--- src/core/wfp_pkg.sv ---
package wfp_pkg;
   localparam int unsigned NUM_CHARS = 8;
   localparam int unsigned CHAR_BITS = 7;
   localparam int unsigned WORD_BITS = NUM_CHARS * CHAR_BITS;
   localparam int unsigned CODE_BITS = 6;

   // register byte offsets
   localparam logic [7:0] OFS_CTRL = 8'h00;
   localparam logic [7:0] OFS_STATUS = 8'h04;
   localparam logic [7:0] OFS_MASK = 8'h08;
   localparam logic [7:0] OFS_ERRINFO = 8'h0C;
   localparam logic [7:0] OFS_WORD_LO = 8'h10;
   localparam logic [7:0] OFS_WORD_HI = 8'h14;
   localparam logic [7:0] OFS_DECODE = 8'h18;

   // control fields
   localparam int unsigned CTRL_IGNORE = 0;
   localparam int unsigned CTRL_FLOAT = 1;
   localparam int unsigned CTRL_POS_LSB = 4;
   localparam int unsigned CTRL_LEN_LSB = 8;
   localparam logic [31:0] CTRL_RESET = 32'h0000_0800;
   localparam logic [31:0] CTRL_WMASK = 32'h0000_0F73;

   // status and mask fields
   localparam int unsigned EVT_PARITY = 0;
   localparam int unsigned EVT_PARTIAL = 1;
   localparam int unsigned EVT_FORMAT = 2;
   localparam int unsigned EVT_NUM = 3;

   localparam logic [3:0] FULL_LEN = 4'h8;
   localparam logic [3:0] MAX_DIGIT = 4'h9;
   localparam logic [1:0] RESP_OKAY = 2'h0;
   localparam logic [1:0] RESP_SLVERR = 2'h2;

   typedef enum logic [2:0] {
      SRC_CORE, SRC_ARITH, SRC_DISC, SRC_UNITREC, SRC_IO
   } wfp_src_t;

   // one character: check bit 7, zone bits 6..5, numeric bits 4..1
   typedef struct packed {
      logic check;
      logic [1:0] zone;
      logic [3:0] num;
   } wfp_char_t;

   typedef wfp_char_t [NUM_CHARS-1:0] wfp_word_t;

   typedef struct packed {
      wfp_src_t src;
      wfp_word_t word;
   } wfp_xfer_t;

   typedef struct packed {
      logic frac_sign;
      logic exp_sign;
      logic [3:0] exp_tens;
      logic [3:0] exp_units;
      logic normalized;
      logic is_zero;
      logic neg_zero;
      logic bad_digit;
   } wfp_float_t;
endpackage

--- src/core/wfp_unit.sv ---
`timescale 1ns/100ps
// How it works
// A word is eight seven-bit characters, character zero lowest.
// Character bits 1-4 are numeric, 5-6 zone, 7 the check bit.
// Each character holds an odd count of ones over all seven bits.
// Odd parity is checked on every transfer from any source.
// A parity error raises the interrupt unless errors are ignored; the code also needs its mask bit set.
// A flag bit of one means set or true, zero means reset or false.
// Float operations accept only full eight-character fields.
// Fixed field sign is zone bit six of its lowest character.
// Other zone bits of a fixed field are normally zero.
// Float mode is selectable for full-word operations.
// Character four bit six is fraction sign, bit five exponent sign.
// Exponent is two BCD digits in zone bits of characters 3 to 0.
// Exponent magnitude is at most ninety-nine.
// A zero fraction or exponent must not carry a minus sign.
// Normalized means the top fraction digit is nonzero.
// Fraction digits sit in numeric bits, top digit in character 7.
// Core memory transfers move whole words, parity checked.
module wfp_unit (
   input wire logic aclk,
   input wire logic aresetn,
   input wire logic [7:0] s_axi_awaddr,
   input wire logic s_axi_awvalid,
   output logic s_axi_awready,
   input wire logic [31:0] s_axi_wdata,
   input wire logic [3:0] s_axi_wstrb,
   input wire logic s_axi_wvalid,
   output logic s_axi_wready,
   output logic [1:0] s_axi_bresp,
   output logic s_axi_bvalid,
   input wire logic s_axi_bready,
   input wire logic [7:0] s_axi_araddr,
   input wire logic s_axi_arvalid,
   output logic s_axi_arready,
   output logic [31:0] s_axi_rdata,
   output logic [1:0] s_axi_rresp,
   output logic s_axi_rvalid,
   input wire logic s_axi_rready,
   input wire logic xfer_valid,
   input wire wfp_pkg::wfp_xfer_t xfer_in,
   output logic xfer_err,
   input wire logic gen_valid,
   input wire wfp_pkg::wfp_word_t gen_code,
   output wfp_pkg::wfp_word_t gen_word,
   output logic gen_done,
   output logic irq
);
   logic [31:0] ctrl_q;
   logic [wfp_pkg::EVT_NUM-1:0] sts_q;
   logic [wfp_pkg::EVT_NUM-1:0] mask_q;
   logic [wfp_pkg::NUM_CHARS-1:0] err_chars_q;
   wfp_pkg::wfp_src_t err_src_q;
   wfp_pkg::wfp_word_t word_q;
   wfp_pkg::wfp_word_t gen_word_q;
   logic gen_done_q;
   logic xfer_err_q;
   logic bvalid_q;
   logic [1:0] bresp_q;
   logic rvalid_q;
   logic [1:0] rresp_q;
   logic [31:0] rdata_q;

   // control decode
   wire ign_err = ctrl_q[wfp_pkg::CTRL_IGNORE];
   wire float_op = ctrl_q[wfp_pkg::CTRL_FLOAT];
   wire [2:0] field_pos = ctrl_q[wfp_pkg::CTRL_POS_LSB +: 3];
   wire [3:0] field_len = ctrl_q[wfp_pkg::CTRL_LEN_LSB +: 4];
   wire [4:0] field_end = {2'b00, field_pos} + {1'b0, field_len};
   wire field_ok = field_len != 4'h0 && field_end <= 5'(wfp_pkg::FULL_LEN);
   wire field_full = field_len == wfp_pkg::FULL_LEN && field_pos == 3'h0;

   // parity check on incoming words, generation on outgoing codes
   logic [wfp_pkg::NUM_CHARS-1:0] bad_chars;
   wfp_pkg::wfp_word_t gen_fixed;
   wfp_char_parity u_par (
      .chk_word(xfer_in.word),
      .gen_code(gen_code),
      .bad(bad_chars),
      .gen_word(gen_fixed)
   );

   // float decode of the incoming word and of the captured word
   wfp_pkg::wfp_float_t flt_in;
   wfp_pkg::wfp_float_t flt_q;
   wfp_float_decode u_flt_in (
      .word(xfer_in.word),
      .flt(flt_in)
   );
   wfp_float_decode u_flt_q (
      .word(word_q),
      .flt(flt_q)
   );

   // events of a transfer
   wire par_evt = xfer_valid && |bad_chars && !ign_err;
   wire part_evt = xfer_valid && float_op && !field_full;
   wire fmt_evt = xfer_valid && float_op &&
                  (flt_in.neg_zero || flt_in.bad_digit);
   wire [wfp_pkg::EVT_NUM-1:0] evt = {fmt_evt, part_evt, par_evt};

   // fixed field sign and zone checks on the captured word
   wire [55:0] word_bits = word_q;
   wire [55:0] shifted =
      word_bits >> ({3'b000, field_pos} * 6'(wfp_pkg::CHAR_BITS));
   wire wfp_pkg::wfp_word_t field_word = shifted;
   wire field_sign = field_word[0].zone[1];
   logic [wfp_pkg::NUM_CHARS-1:0] zone_odd;
   genvar i;
   generate
      for (i = 0; i < wfp_pkg::NUM_CHARS; i++) begin : g_zone

         assign zone_odd[i] = 4'(i) < field_len &&
            (i == 0 ? field_word[i].zone[0] : |field_word[i].zone);
      end
   endgenerate
   wire zone_nonstd = |zone_odd;

   // bus write decode
   wire wr_go = s_axi_awvalid && s_axi_wvalid && !bvalid_q;
   wire [31:0] wmask = {{8{s_axi_wstrb[3]}}, {8{s_axi_wstrb[2]}},
                        {8{s_axi_wstrb[1]}}, {8{s_axi_wstrb[0]}}};
   wire [31:0] wbits = s_axi_wdata & wmask;
   wire wr_ctrl = wr_go && s_axi_awaddr == wfp_pkg::OFS_CTRL;
   wire wr_sts = wr_go && s_axi_awaddr == wfp_pkg::OFS_STATUS;
   wire wr_mask = wr_go && s_axi_awaddr == wfp_pkg::OFS_MASK;
   wire wr_hit = wr_ctrl || wr_sts || wr_mask;
   wire [wfp_pkg::EVT_NUM-1:0] sts_clr =
      wr_sts ? wbits[wfp_pkg::EVT_NUM-1:0] : '0;
   wire [31:0] ctrl_d = wr_ctrl ?
      (ctrl_q & ~(wmask & wfp_pkg::CTRL_WMASK)) |
      (wbits & wfp_pkg::CTRL_WMASK) : ctrl_q;
   wire [wfp_pkg::EVT_NUM-1:0] mask_d =
      wr_mask ? (mask_q & ~wmask[wfp_pkg::EVT_NUM-1:0]) |
      wbits[wfp_pkg::EVT_NUM-1:0] : mask_q;
   // set wins over a write-one clear in the same cycle
   wire [wfp_pkg::EVT_NUM-1:0] sts_d = (sts_q & ~sts_clr) | evt;

   // bus read decode
   wire rd_go = s_axi_arvalid && !rvalid_q;
   wire [31:0] decode_word = {15'h0, field_ok, flt_q.bad_digit,
      flt_q.neg_zero, flt_q.is_zero, flt_q.normalized, flt_q.exp_units,
      flt_q.exp_tens, flt_q.exp_sign, flt_q.frac_sign, zone_nonstd,
      field_sign};
   logic [31:0] rd_mux;
   logic rd_hit;
   always_comb begin
      rd_hit = 1'b1;
      unique case (s_axi_araddr)
         wfp_pkg::OFS_CTRL: rd_mux = ctrl_q;
         wfp_pkg::OFS_STATUS: rd_mux = {29'h0, sts_q};
         wfp_pkg::OFS_MASK: rd_mux = {29'h0, mask_q};
         wfp_pkg::OFS_ERRINFO: rd_mux = {21'h0, err_src_q, err_chars_q};
         wfp_pkg::OFS_WORD_LO: rd_mux = word_bits[31:0];
         wfp_pkg::OFS_WORD_HI: rd_mux = {8'h0, word_bits[55:32]};
         wfp_pkg::OFS_DECODE: rd_mux = decode_word;
         default: begin
            rd_mux = 32'h0000_0000;
            rd_hit = 1'b0;
         end
      endcase
   end

   // registers
   always_ff @(posedge aclk) begin
      if (!aresetn) begin
         ctrl_q <= wfp_pkg::CTRL_RESET;
         mask_q <= '0;
         sts_q <= '0;
      end else begin
         ctrl_q <= ctrl_d;
         mask_q <= mask_d;
         sts_q <= sts_d;
      end
   end

   // capture every transfer as a whole word
   always_ff @(posedge aclk) begin
      if (!aresetn) begin
         word_q <= '0;
         xfer_err_q <= 1'b0;
         err_chars_q <= '0;
         err_src_q <= wfp_pkg::SRC_CORE;
      end else begin
         xfer_err_q <= xfer_valid && |bad_chars;
         if (xfer_valid) begin
            word_q <= xfer_in.word;
         end
         if (xfer_valid && |bad_chars) begin
            err_chars_q <= bad_chars;
            err_src_q <= xfer_in.src;
         end
      end
   end

   // check-bit generation on outgoing codes
   always_ff @(posedge aclk) begin
      if (!aresetn) begin
         gen_word_q <= '0;
         gen_done_q <= 1'b0;
      end else begin
         gen_done_q <= gen_valid;
         if (gen_valid) begin
            gen_word_q <= gen_fixed;
         end
      end
   end

   // bus answers
   always_ff @(posedge aclk) begin
      if (!aresetn) begin
         bvalid_q <= 1'b0;
         bresp_q <= wfp_pkg::RESP_OKAY;
         rvalid_q <= 1'b0;
         rresp_q <= wfp_pkg::RESP_OKAY;
         rdata_q <= 32'h0000_0000;
      end else begin
         if (wr_go) begin
            bvalid_q <= 1'b1;
            bresp_q <= wr_hit ? wfp_pkg::RESP_OKAY : wfp_pkg::RESP_SLVERR;
         end else if (s_axi_bready) begin
            bvalid_q <= 1'b0;
         end
         if (rd_go) begin
            rvalid_q <= 1'b1;
            rdata_q <= rd_mux;
            rresp_q <= rd_hit ? wfp_pkg::RESP_OKAY : wfp_pkg::RESP_SLVERR;
         end else if (s_axi_rready) begin
            rvalid_q <= 1'b0;
         end
      end
   end

   assign s_axi_awready = wr_go;
   assign s_axi_wready = wr_go;
   assign s_axi_bvalid = bvalid_q;
   assign s_axi_bresp = bresp_q;
   assign s_axi_arready = rd_go;
   assign s_axi_rvalid = rvalid_q;
   assign s_axi_rdata = rdata_q;
   assign s_axi_rresp = rresp_q;
   assign xfer_err = xfer_err_q;
   assign gen_word = gen_word_q;
   assign gen_done = gen_done_q;
   assign irq = |(sts_q & mask_q);
endmodule // wfp_unit

--- src/core/wfp_char_parity.sv ---
`timescale 1ns/100ps
// per-character odd parity check and check-bit generation
module wfp_char_parity (
   input wire wfp_pkg::wfp_word_t chk_word,
   input wire wfp_pkg::wfp_word_t gen_code,
   output logic [wfp_pkg::NUM_CHARS-1:0] bad,
   output wfp_pkg::wfp_word_t gen_word
);
   genvar i;
   generate
      for (i = 0; i < wfp_pkg::NUM_CHARS; i++) begin : g_char
         // even count of ones over all seven bits is an error
         assign bad[i] = ~^chk_word[i];
         assign gen_word[i].check = ~^{gen_code[i].zone, gen_code[i].num};
         assign gen_word[i].zone = gen_code[i].zone;
         assign gen_word[i].num = gen_code[i].num;
      end
   endgenerate
endmodule // wfp_char_parity

--- src/core/wfp_float_decode.sv ---
`timescale 1ns/100ps
// floating point layout decode of a full word
module wfp_float_decode (
   input wire wfp_pkg::wfp_word_t word,
   output wfp_pkg::wfp_float_t flt
);
   logic [wfp_pkg::NUM_CHARS-1:0] digit_bad;
   logic [wfp_pkg::NUM_CHARS-1:0] digit_zero;
   logic exp_zero;
   genvar i;
   generate
      for (i = 0; i < wfp_pkg::NUM_CHARS; i++) begin : g_dig
         assign digit_bad[i] = word[i].num > wfp_pkg::MAX_DIGIT;
         assign digit_zero[i] = word[i].num == 4'h0;
      end
   endgenerate
   assign flt.frac_sign = word[4].zone[1];
   assign flt.exp_sign = word[4].zone[0];
   assign flt.exp_tens = {word[3].zone, word[2].zone};
   assign flt.exp_units = {word[1].zone, word[0].zone};
   assign exp_zero = flt.exp_tens == 4'h0 && flt.exp_units == 4'h0;
   assign flt.normalized = !digit_zero[wfp_pkg::NUM_CHARS-1];
   assign flt.is_zero = &digit_zero;
   assign flt.neg_zero = (flt.frac_sign && flt.is_zero) ||
                         (flt.exp_sign && exp_zero);
   assign flt.bad_digit = |digit_bad || flt.exp_tens > wfp_pkg::MAX_DIGIT ||
                          flt.exp_units > wfp_pkg::MAX_DIGIT;
endmodule // wfp_float_decode

--- config.mk ---
export PLATFORM = sky130hd
export DESIGN_NAME = wfp_unit
export DESIGN_NICKNAME = d
export VERILOG_FILES = /design/src/core/wfp_pkg.sv /design/src/core/wfp_unit.sv /design/src/core/wfp_char_parity.sv /design/src/core/wfp_float_decode.sv
export SDC_FILE = /design/constraint.sdc
export NUM_CORES = 1
export LEC_CHECK = 0
export ABC_AREA = 0
export BUFFER_PORTS_ARGS = -buffer_cell sky130_fd_sc_hd__buf_2
export CAP_MARGIN = 10
export CORE_ASPECT_RATIO = 1.4
export CORE_UTILIZATION = 47
export CTS_CLUSTER_DIAMETER = 100
export DETAILED_ROUTE_END_ITERATION = 12
export GPL_TIMING_DRIVEN = 0
export PLACE_DENSITY = 0.77
export SLEW_MARGIN = 20
export SYNTH_ARGS = -nofsm -noshare
export SYNTH_HDL_FRONTEND = slang
export SYNTH_SLANG_ARGS = --single-unit
--- constraint.sdc ---
create_clock -name aclk -period 3.83 [get_ports aclk]
set_clock_uncertainty 0.1 [all_clocks]
set_input_delay 0.766 -clock aclk [delete_from_list [all_inputs] [get_ports aclk]]
set_output_delay 0.766 -clock aclk [all_outputs]
set_load 0.05 [all_outputs]
* Word level (Yosys, flattened, before mapping) *
Index checks and enable logic that the tools add are counted.

cells by class
  eq/ne operators = 9
  multiply operators = 1
  order comparisons = 29
  multiplexer cells = 9
  shift-type cells = 1
  add/sub/neg operators = 1
  reduce and logical (&&, ||, !) cells = 98
  bitwise operators = 11

operators by type and width
  kind                                                  number
  one-hot mux 32 bit (7 select lines)                   1
  greater-than comparator 4 bit, second input constant  20
  zero test 4 bit                                       20
  XNOR reduction 7 bit                                  8
  >> shifter 56 x 6 -> 55 bit                           1
  XNOR reduction 6 bit                                  8
  AND 32 bit                                            1
  inverter 12 -> 32 bit                                 1
  OR 32 x 12 -> 32 bit                                  1
  OR reduction 8 bit                                    4
  logical AND 1 bit                                     27
  equality test 8 x 4 -> 1 bit, second input constant   3
  equality test 8 x 5 -> 1 bit, second input constant   3
  equality test 8 x 3 -> 1 bit, second input constant   2
  zero test 8 bit                                       2
  < comparator 3 x 4 -> 1 bit, first input constant     4
  AND reduction 8 bit                                   2
  OR reduction 2 bit                                    7
  AND 12 bit                                            1
  AND 3 bit                                             3
  logical OR 1 bit                                      9
  < comparator 1 x 4 -> 1 bit, first input constant     2
  < comparator 2 x 4 -> 1 bit, first input constant     2
  OR reduction 7 bit                                    1
  14 further kinds                                      26

word-level totals
  bits in registers = 201
  output and inout port bits = 100
  word-level logic and storage cells = 219
  bits of input ports = 176

* Logic depth before layout (Yosys ltp) *
  word-level depth = 7
  depth in mapped cells = 17
  gate-level depth less buffers = 13

* Cells and area by module *
A second synthesis with hierarchy kept.

unflattened totals
  cell total of the unflattened synthesis = 1188
  area, all modules = 11133.2 sq um

modules (own cells, without submodules)
  module            sequential area each (sq um)  area an instance (sq um)  instances  cells each
  wfp_unit          3523.4                        9298.9                    1          994
  wfp_char_parity   0.0                           1251.2                    1          112
  wfp_float_decode  0.0                           291.5                     2          41

* Worst setup path before layout *
OpenSTA, ideal clock, no wires.

  path kind = reg-to-reg
  start point = reg (tool-made name)
  end point = reg rdata_q[0] (netlist: s_axi_rdata[0])
  data required time = 3.639 ns
  data arrival time = 3.555 ns
  slack = 0.084 ns
  path buffers = 3
  library setup time = 0.091 ns
  clock period less this slack = 3.746 ns
  cell stages (with the launch flop) = 17
  cell sequence = dfxtp_1 -> buf_6 -> inv_1 -> buf_2 -> fa_1 -> inv_1 -> ha_1 -> inv_1 -> fa_1 -> xnor2_1 -> clkbuf_1 -> nor2_1 -> o32ai_1 -> nand2_1 -> o311ai_0 -> o211ai_1 -> a311oi_1

RTL lines
  element                 line             RTL
  end signal: assignment  wfp_unit.sv:226  rdata_q <= rd_mux;
  end: declaration        wfp_unit.sv:62   logic [31:0] rdata_q;

==> impl_summary.log <==
[metrics] cells along the critical path: buf_12, clkinvlp_4, buf_8, fa_1, inv_1, ha_2, inv_2, fa_2, xnor2_4, nand2_2, or4_1, nand4_1, o211ai_1, and4bb_1, o22ai_1
[metrics] global-route wire length before repair: 59.0 mm
[metrics] post-synthesis sequential area ratio: 0.310
[metrics] # setup viols final: 0
[metrics] initial antenna violation count: 1
[metrics] minimum setup slack in the final design: 0.0244 ns
[metrics] count of boundary I/O pins: 276
[metrics] most common cell after layout, fill and taps aside: sky130_fd_sc_hd__buf_2
[metrics] hold_ws: 0.346 ns
[metrics] Final Wtd Congestion: 1.06
[metrics] drt drc: 0
[metrics] die span in x: 134 um
[metrics] Crit. End Element: flop
[metrics] standard-cell row count: 67
[metrics] number of nets at the end of the flow: 1774
[metrics] DRT Pass-1 Iters: 8
[metrics] min-delay worst type: reg2reg
[metrics] status: complete, no violations
[metrics] post-detail-place hpwl: 31.4 mm
[metrics] area of the mapped netlist: 0.0114 mm^2
[metrics] Placed Area: 0.0130 mm^2
[metrics] max-slew violation count: 0
[metrics] Max transition margin: 0.308
[metrics] Total Routing Usage GR: 0.319
[metrics] Clock Sinks: 176
[metrics] minimum period implied by the final worst setup slack: 3.81 ns
[metrics] non-filler cells, final: 1848
[metrics] total of flip-flops plus latches after synthesis: 176
[metrics] category of cells accounting for the largest share of critical-path delay: simple AND/OR/NAND/NOR gates
[metrics] register clock-pin slew on the reported worst setup and hold paths: 0.07 ns
[metrics] DP Worst Slack: -0.846 ns
[metrics] critical path's slowest cell: sky130_fd_sc_hd__or4_1
[metrics] relative area change from synthesis to final layout: 22.0%
[metrics] Post-synth ARST share: 0
[metrics] deepest level of the CTS H-tree: 4
[metrics] Die Area: 0.0249 mm^2
[metrics] max-cap violation count: 0
[metrics] total core area: 0.0239 mm^2
[metrics] mean instance size in the synthesized netlist: 9.12 um^2
[metrics] PwrDens: 356 mW/mm^2
[metrics] vias in the first global route: 10400
[metrics] transition time at the pin with the least slew margin: 1.01 ns
[metrics] worst path arrival time: 4.04 ns
[metrics] Synth Flop Type: sky130_fd_sc_hd__dfxtp_1
[metrics] number of synthesis warnings: 0
[metrics] maximum number of buffers from clock root to sink: 2
[metrics] final WL: 40.3 mm
[metrics] count of flip-flops with a built-in enable after synthesis: 0
[metrics] Unique masters post-synth: 70
[metrics] finished layout cell area: 0.0139 mm^2
[metrics] maximum number of pins on one net before global-route repair: 18
[metrics] buffers added on ports: 238
[metrics] grt ovf: 0
[metrics] Largest stage delay, worst path: 0.55 ns
[metrics] first-iteration detailed-routing DRC count: 835
[metrics] setup repair after global routing missed its margin: true
[metrics] clock latency at the later pin of the worst-skew pair: 0.45 ns
[metrics] Max IR drop VDD: 312 uV
[metrics] Routed wire per std cell: 21.8 um
[metrics] total power after layout: 4.94 mW
[metrics] commonest cells after routing, fill and taps aside: sky130_fd_sc_hd__buf_2, sky130_fd_sc_hd__nor2_1, sky130_fd_sc_hd__mux2i_1, sky130_fd_sc_hd__dfxtp_1, sky130_fd_sc_hd__nand2_1
[metrics] Cell Count Post-Placement: 1797
[metrics] ratio of cells with drive above 1 in the final layout: 0.258
[metrics] cell count after synthesis: 1248
[metrics] starting density of the core: 0.476
[metrics] required time of the worst setup path: 4.07 ns
[metrics] count of hold buffers inserted by post-cts repair: 0
[metrics] TritonCTS clock tree: yes
[metrics] fin crit share: 0.994
[metrics] standby leakage power: 6.36 nW
[metrics] Max Clk Rate: 0.263 GHz
[metrics] remaining antenna violation count after routing: 0
[metrics] category of the worst setup path launch point: flop
[metrics] CP Buf/Inv Count: 5
[metrics] total CTS buffers: 17
[metrics] vias: 10800
[metrics] y dimension of the die: 186 um
[metrics] clock root buffer master: sky130_fd_sc_hd__clkbuf_16
[metrics] via density per instance: 5.82
[metrics] Fin. Hold Viols: 0
[metrics] worst-path maximum fanout: 6
[metrics] Crit Path Class: reg2reg
[cell families after synthesis]
kind of cell    count (synthesis)  share of synthesized area
xor+xnor                       74                     0.0569
fa+ha+maj                      73                     0.0829
simple gates                  366                      0.142
compound gates                167                     0.0984
other cells                     1                   0.000329
mux                           232                      0.247
flops                         176                      0.310
buf+inv                       159                     0.0629
[where the power goes]
part | internal [mW] | switching, mW
Clock | 1.00 | 0.829
Sequential | 1.93 | 0.126
Combinational | 0.398 | 0.656
Total | 3.33 | 1.61
[routing by layer]
layer	routed length (um)	up-vias	track usage
met1	14200	5085	0.334
met2	20000	592	0.570
met4	2980	0	0.244
li1	-	4925	-
met5	0	-	0
met3	3130	160	0.0577
[cell type report]
cell class | count | area (um^2)
timing repair buffer | 257 | 1350
fill | 2095 | 10000
antenna | 1 | 2.50
tap | 310 | 388
inverter | 73 | 280
clock inverter | 13 | 164
sequential | 176 | 3530
multi-input combinational | 914 | 7230
clock buffer | 18 | 439
buffer | 86 | 502
[worst paths after layout]
| check | start | endpoint | slack [ns] | cells past startpoint |
|---|---|---|---|---|
| min | s_axi_rdata[5] | s_axi_rdata[5] | 0.35 | 2 |
| min reg2reg | s_axi_rdata[5] | s_axi_rdata[5] | 0.35 | 2 |
| max | flop | s_axi_rdata[1] | 0.02 | 15 |
| max reg2reg | flop | s_axi_rdata[1] | 0.02 | 15 |
[cell usage after synthesis, types with 4 or more instances]
library cell,instances,area share
sky130_fd_sc_hd__ha_1,69,0.076
sky130_fd_sc_hd__nor4_1,20,0.011
sky130_fd_sc_hd__nand3_1,15,0.0066
sky130_fd_sc_hd__nand3b_1,4,0.0026
sky130_fd_sc_hd__nor3_1,8,0.0035
sky130_fd_sc_hd__a21oi_1,57,0.025
sky130_fd_sc_hd__mux2i_1,174,0.15
sky130_fd_sc_hd__a21o_1,9,0.0059
sky130_fd_sc_hd__nand4_1,18,0.0099
sky130_fd_sc_hd__fa_1,4,0.0070
sky130_fd_sc_hd__mux2_2,20,0.020
sky130_fd_sc_hd__inv_1,71,0.023
sky130_fd_sc_hd__a2111oi_0,5,0.0038
sky130_fd_sc_hd__buf_6,7,0.0069
sky130_fd_sc_hd__o211ai_1,5,0.0033
sky130_fd_sc_hd__mux4_2,37,0.073
sky130_fd_sc_hd__buf_4,10,0.0066
sky130_fd_sc_hd__nor2b_1,4,0.0022
sky130_fd_sc_hd__o2111ai_1,5,0.0038
sky130_fd_sc_hd__xnor2_1,67,0.052
sky130_fd_sc_hd__o21ai_0,28,0.012
sky130_fd_sc_hd__nand2b_1,5,0.0027
sky130_fd_sc_hd__nor2_1,199,0.066
sky130_fd_sc_hd__nand2_1,72,0.024
sky130_fd_sc_hd__a22oi_1,13,0.0086
sky130_fd_sc_hd__clkbuf_1,51,0.017
sky130_fd_sc_hd__a221oi_1,10,0.0077
sky130_fd_sc_hd__buf_2,10,0.0044
sky130_fd_sc_hd__dfxtp_1,176,0.31
sky130_fd_sc_hd__buf_1,7,0.0023
sky130_fd_sc_hd__xor2_1,7,0.0054
sky130_fd_sc_hd__o311ai_0,4,0.0031
[worst min-delay path, stage by stage, from the launching register on]
cell and delay, ns:
sky130_fd_sc_hd__dfxtp_1 0.31, sky130_fd_sc_hd__nand2_1 0.05, sky130_fd_sc_hd__a21oi_1 0.05
[metrics by stage]
stage,TNS (ns),utilization
after floorplan,0,-
after global placement,-1.64,0.543
after detailed placement,-1.66,0.543
after CTS,-0.00382,0.572
after global routing,-0.103,0.581
final,0,0.581
[flip-flops by register name, summed over array words and instances, names as in the netlist, named ones only]
signal	cells
s_axi_bvalid	1
s_axi_rvalid	1
s_axi_rresp	1
xfer_err	1
word_bits	56
s_axi_rdata	32
err_chars_q	8
gen_done	1
s_axi_bresp	1
sts_q	3
gen_word	56
err_src_q	3
[timing repair]
action	in CTS	in global routing
resized for setup	23	21
pin swaps	2	9
gates cloned	0	0
setup buffers	2	17
endpoints found under the hold margin	0	0
setup endpoints to repair	2	2
(Power assumes the default switching activity.)
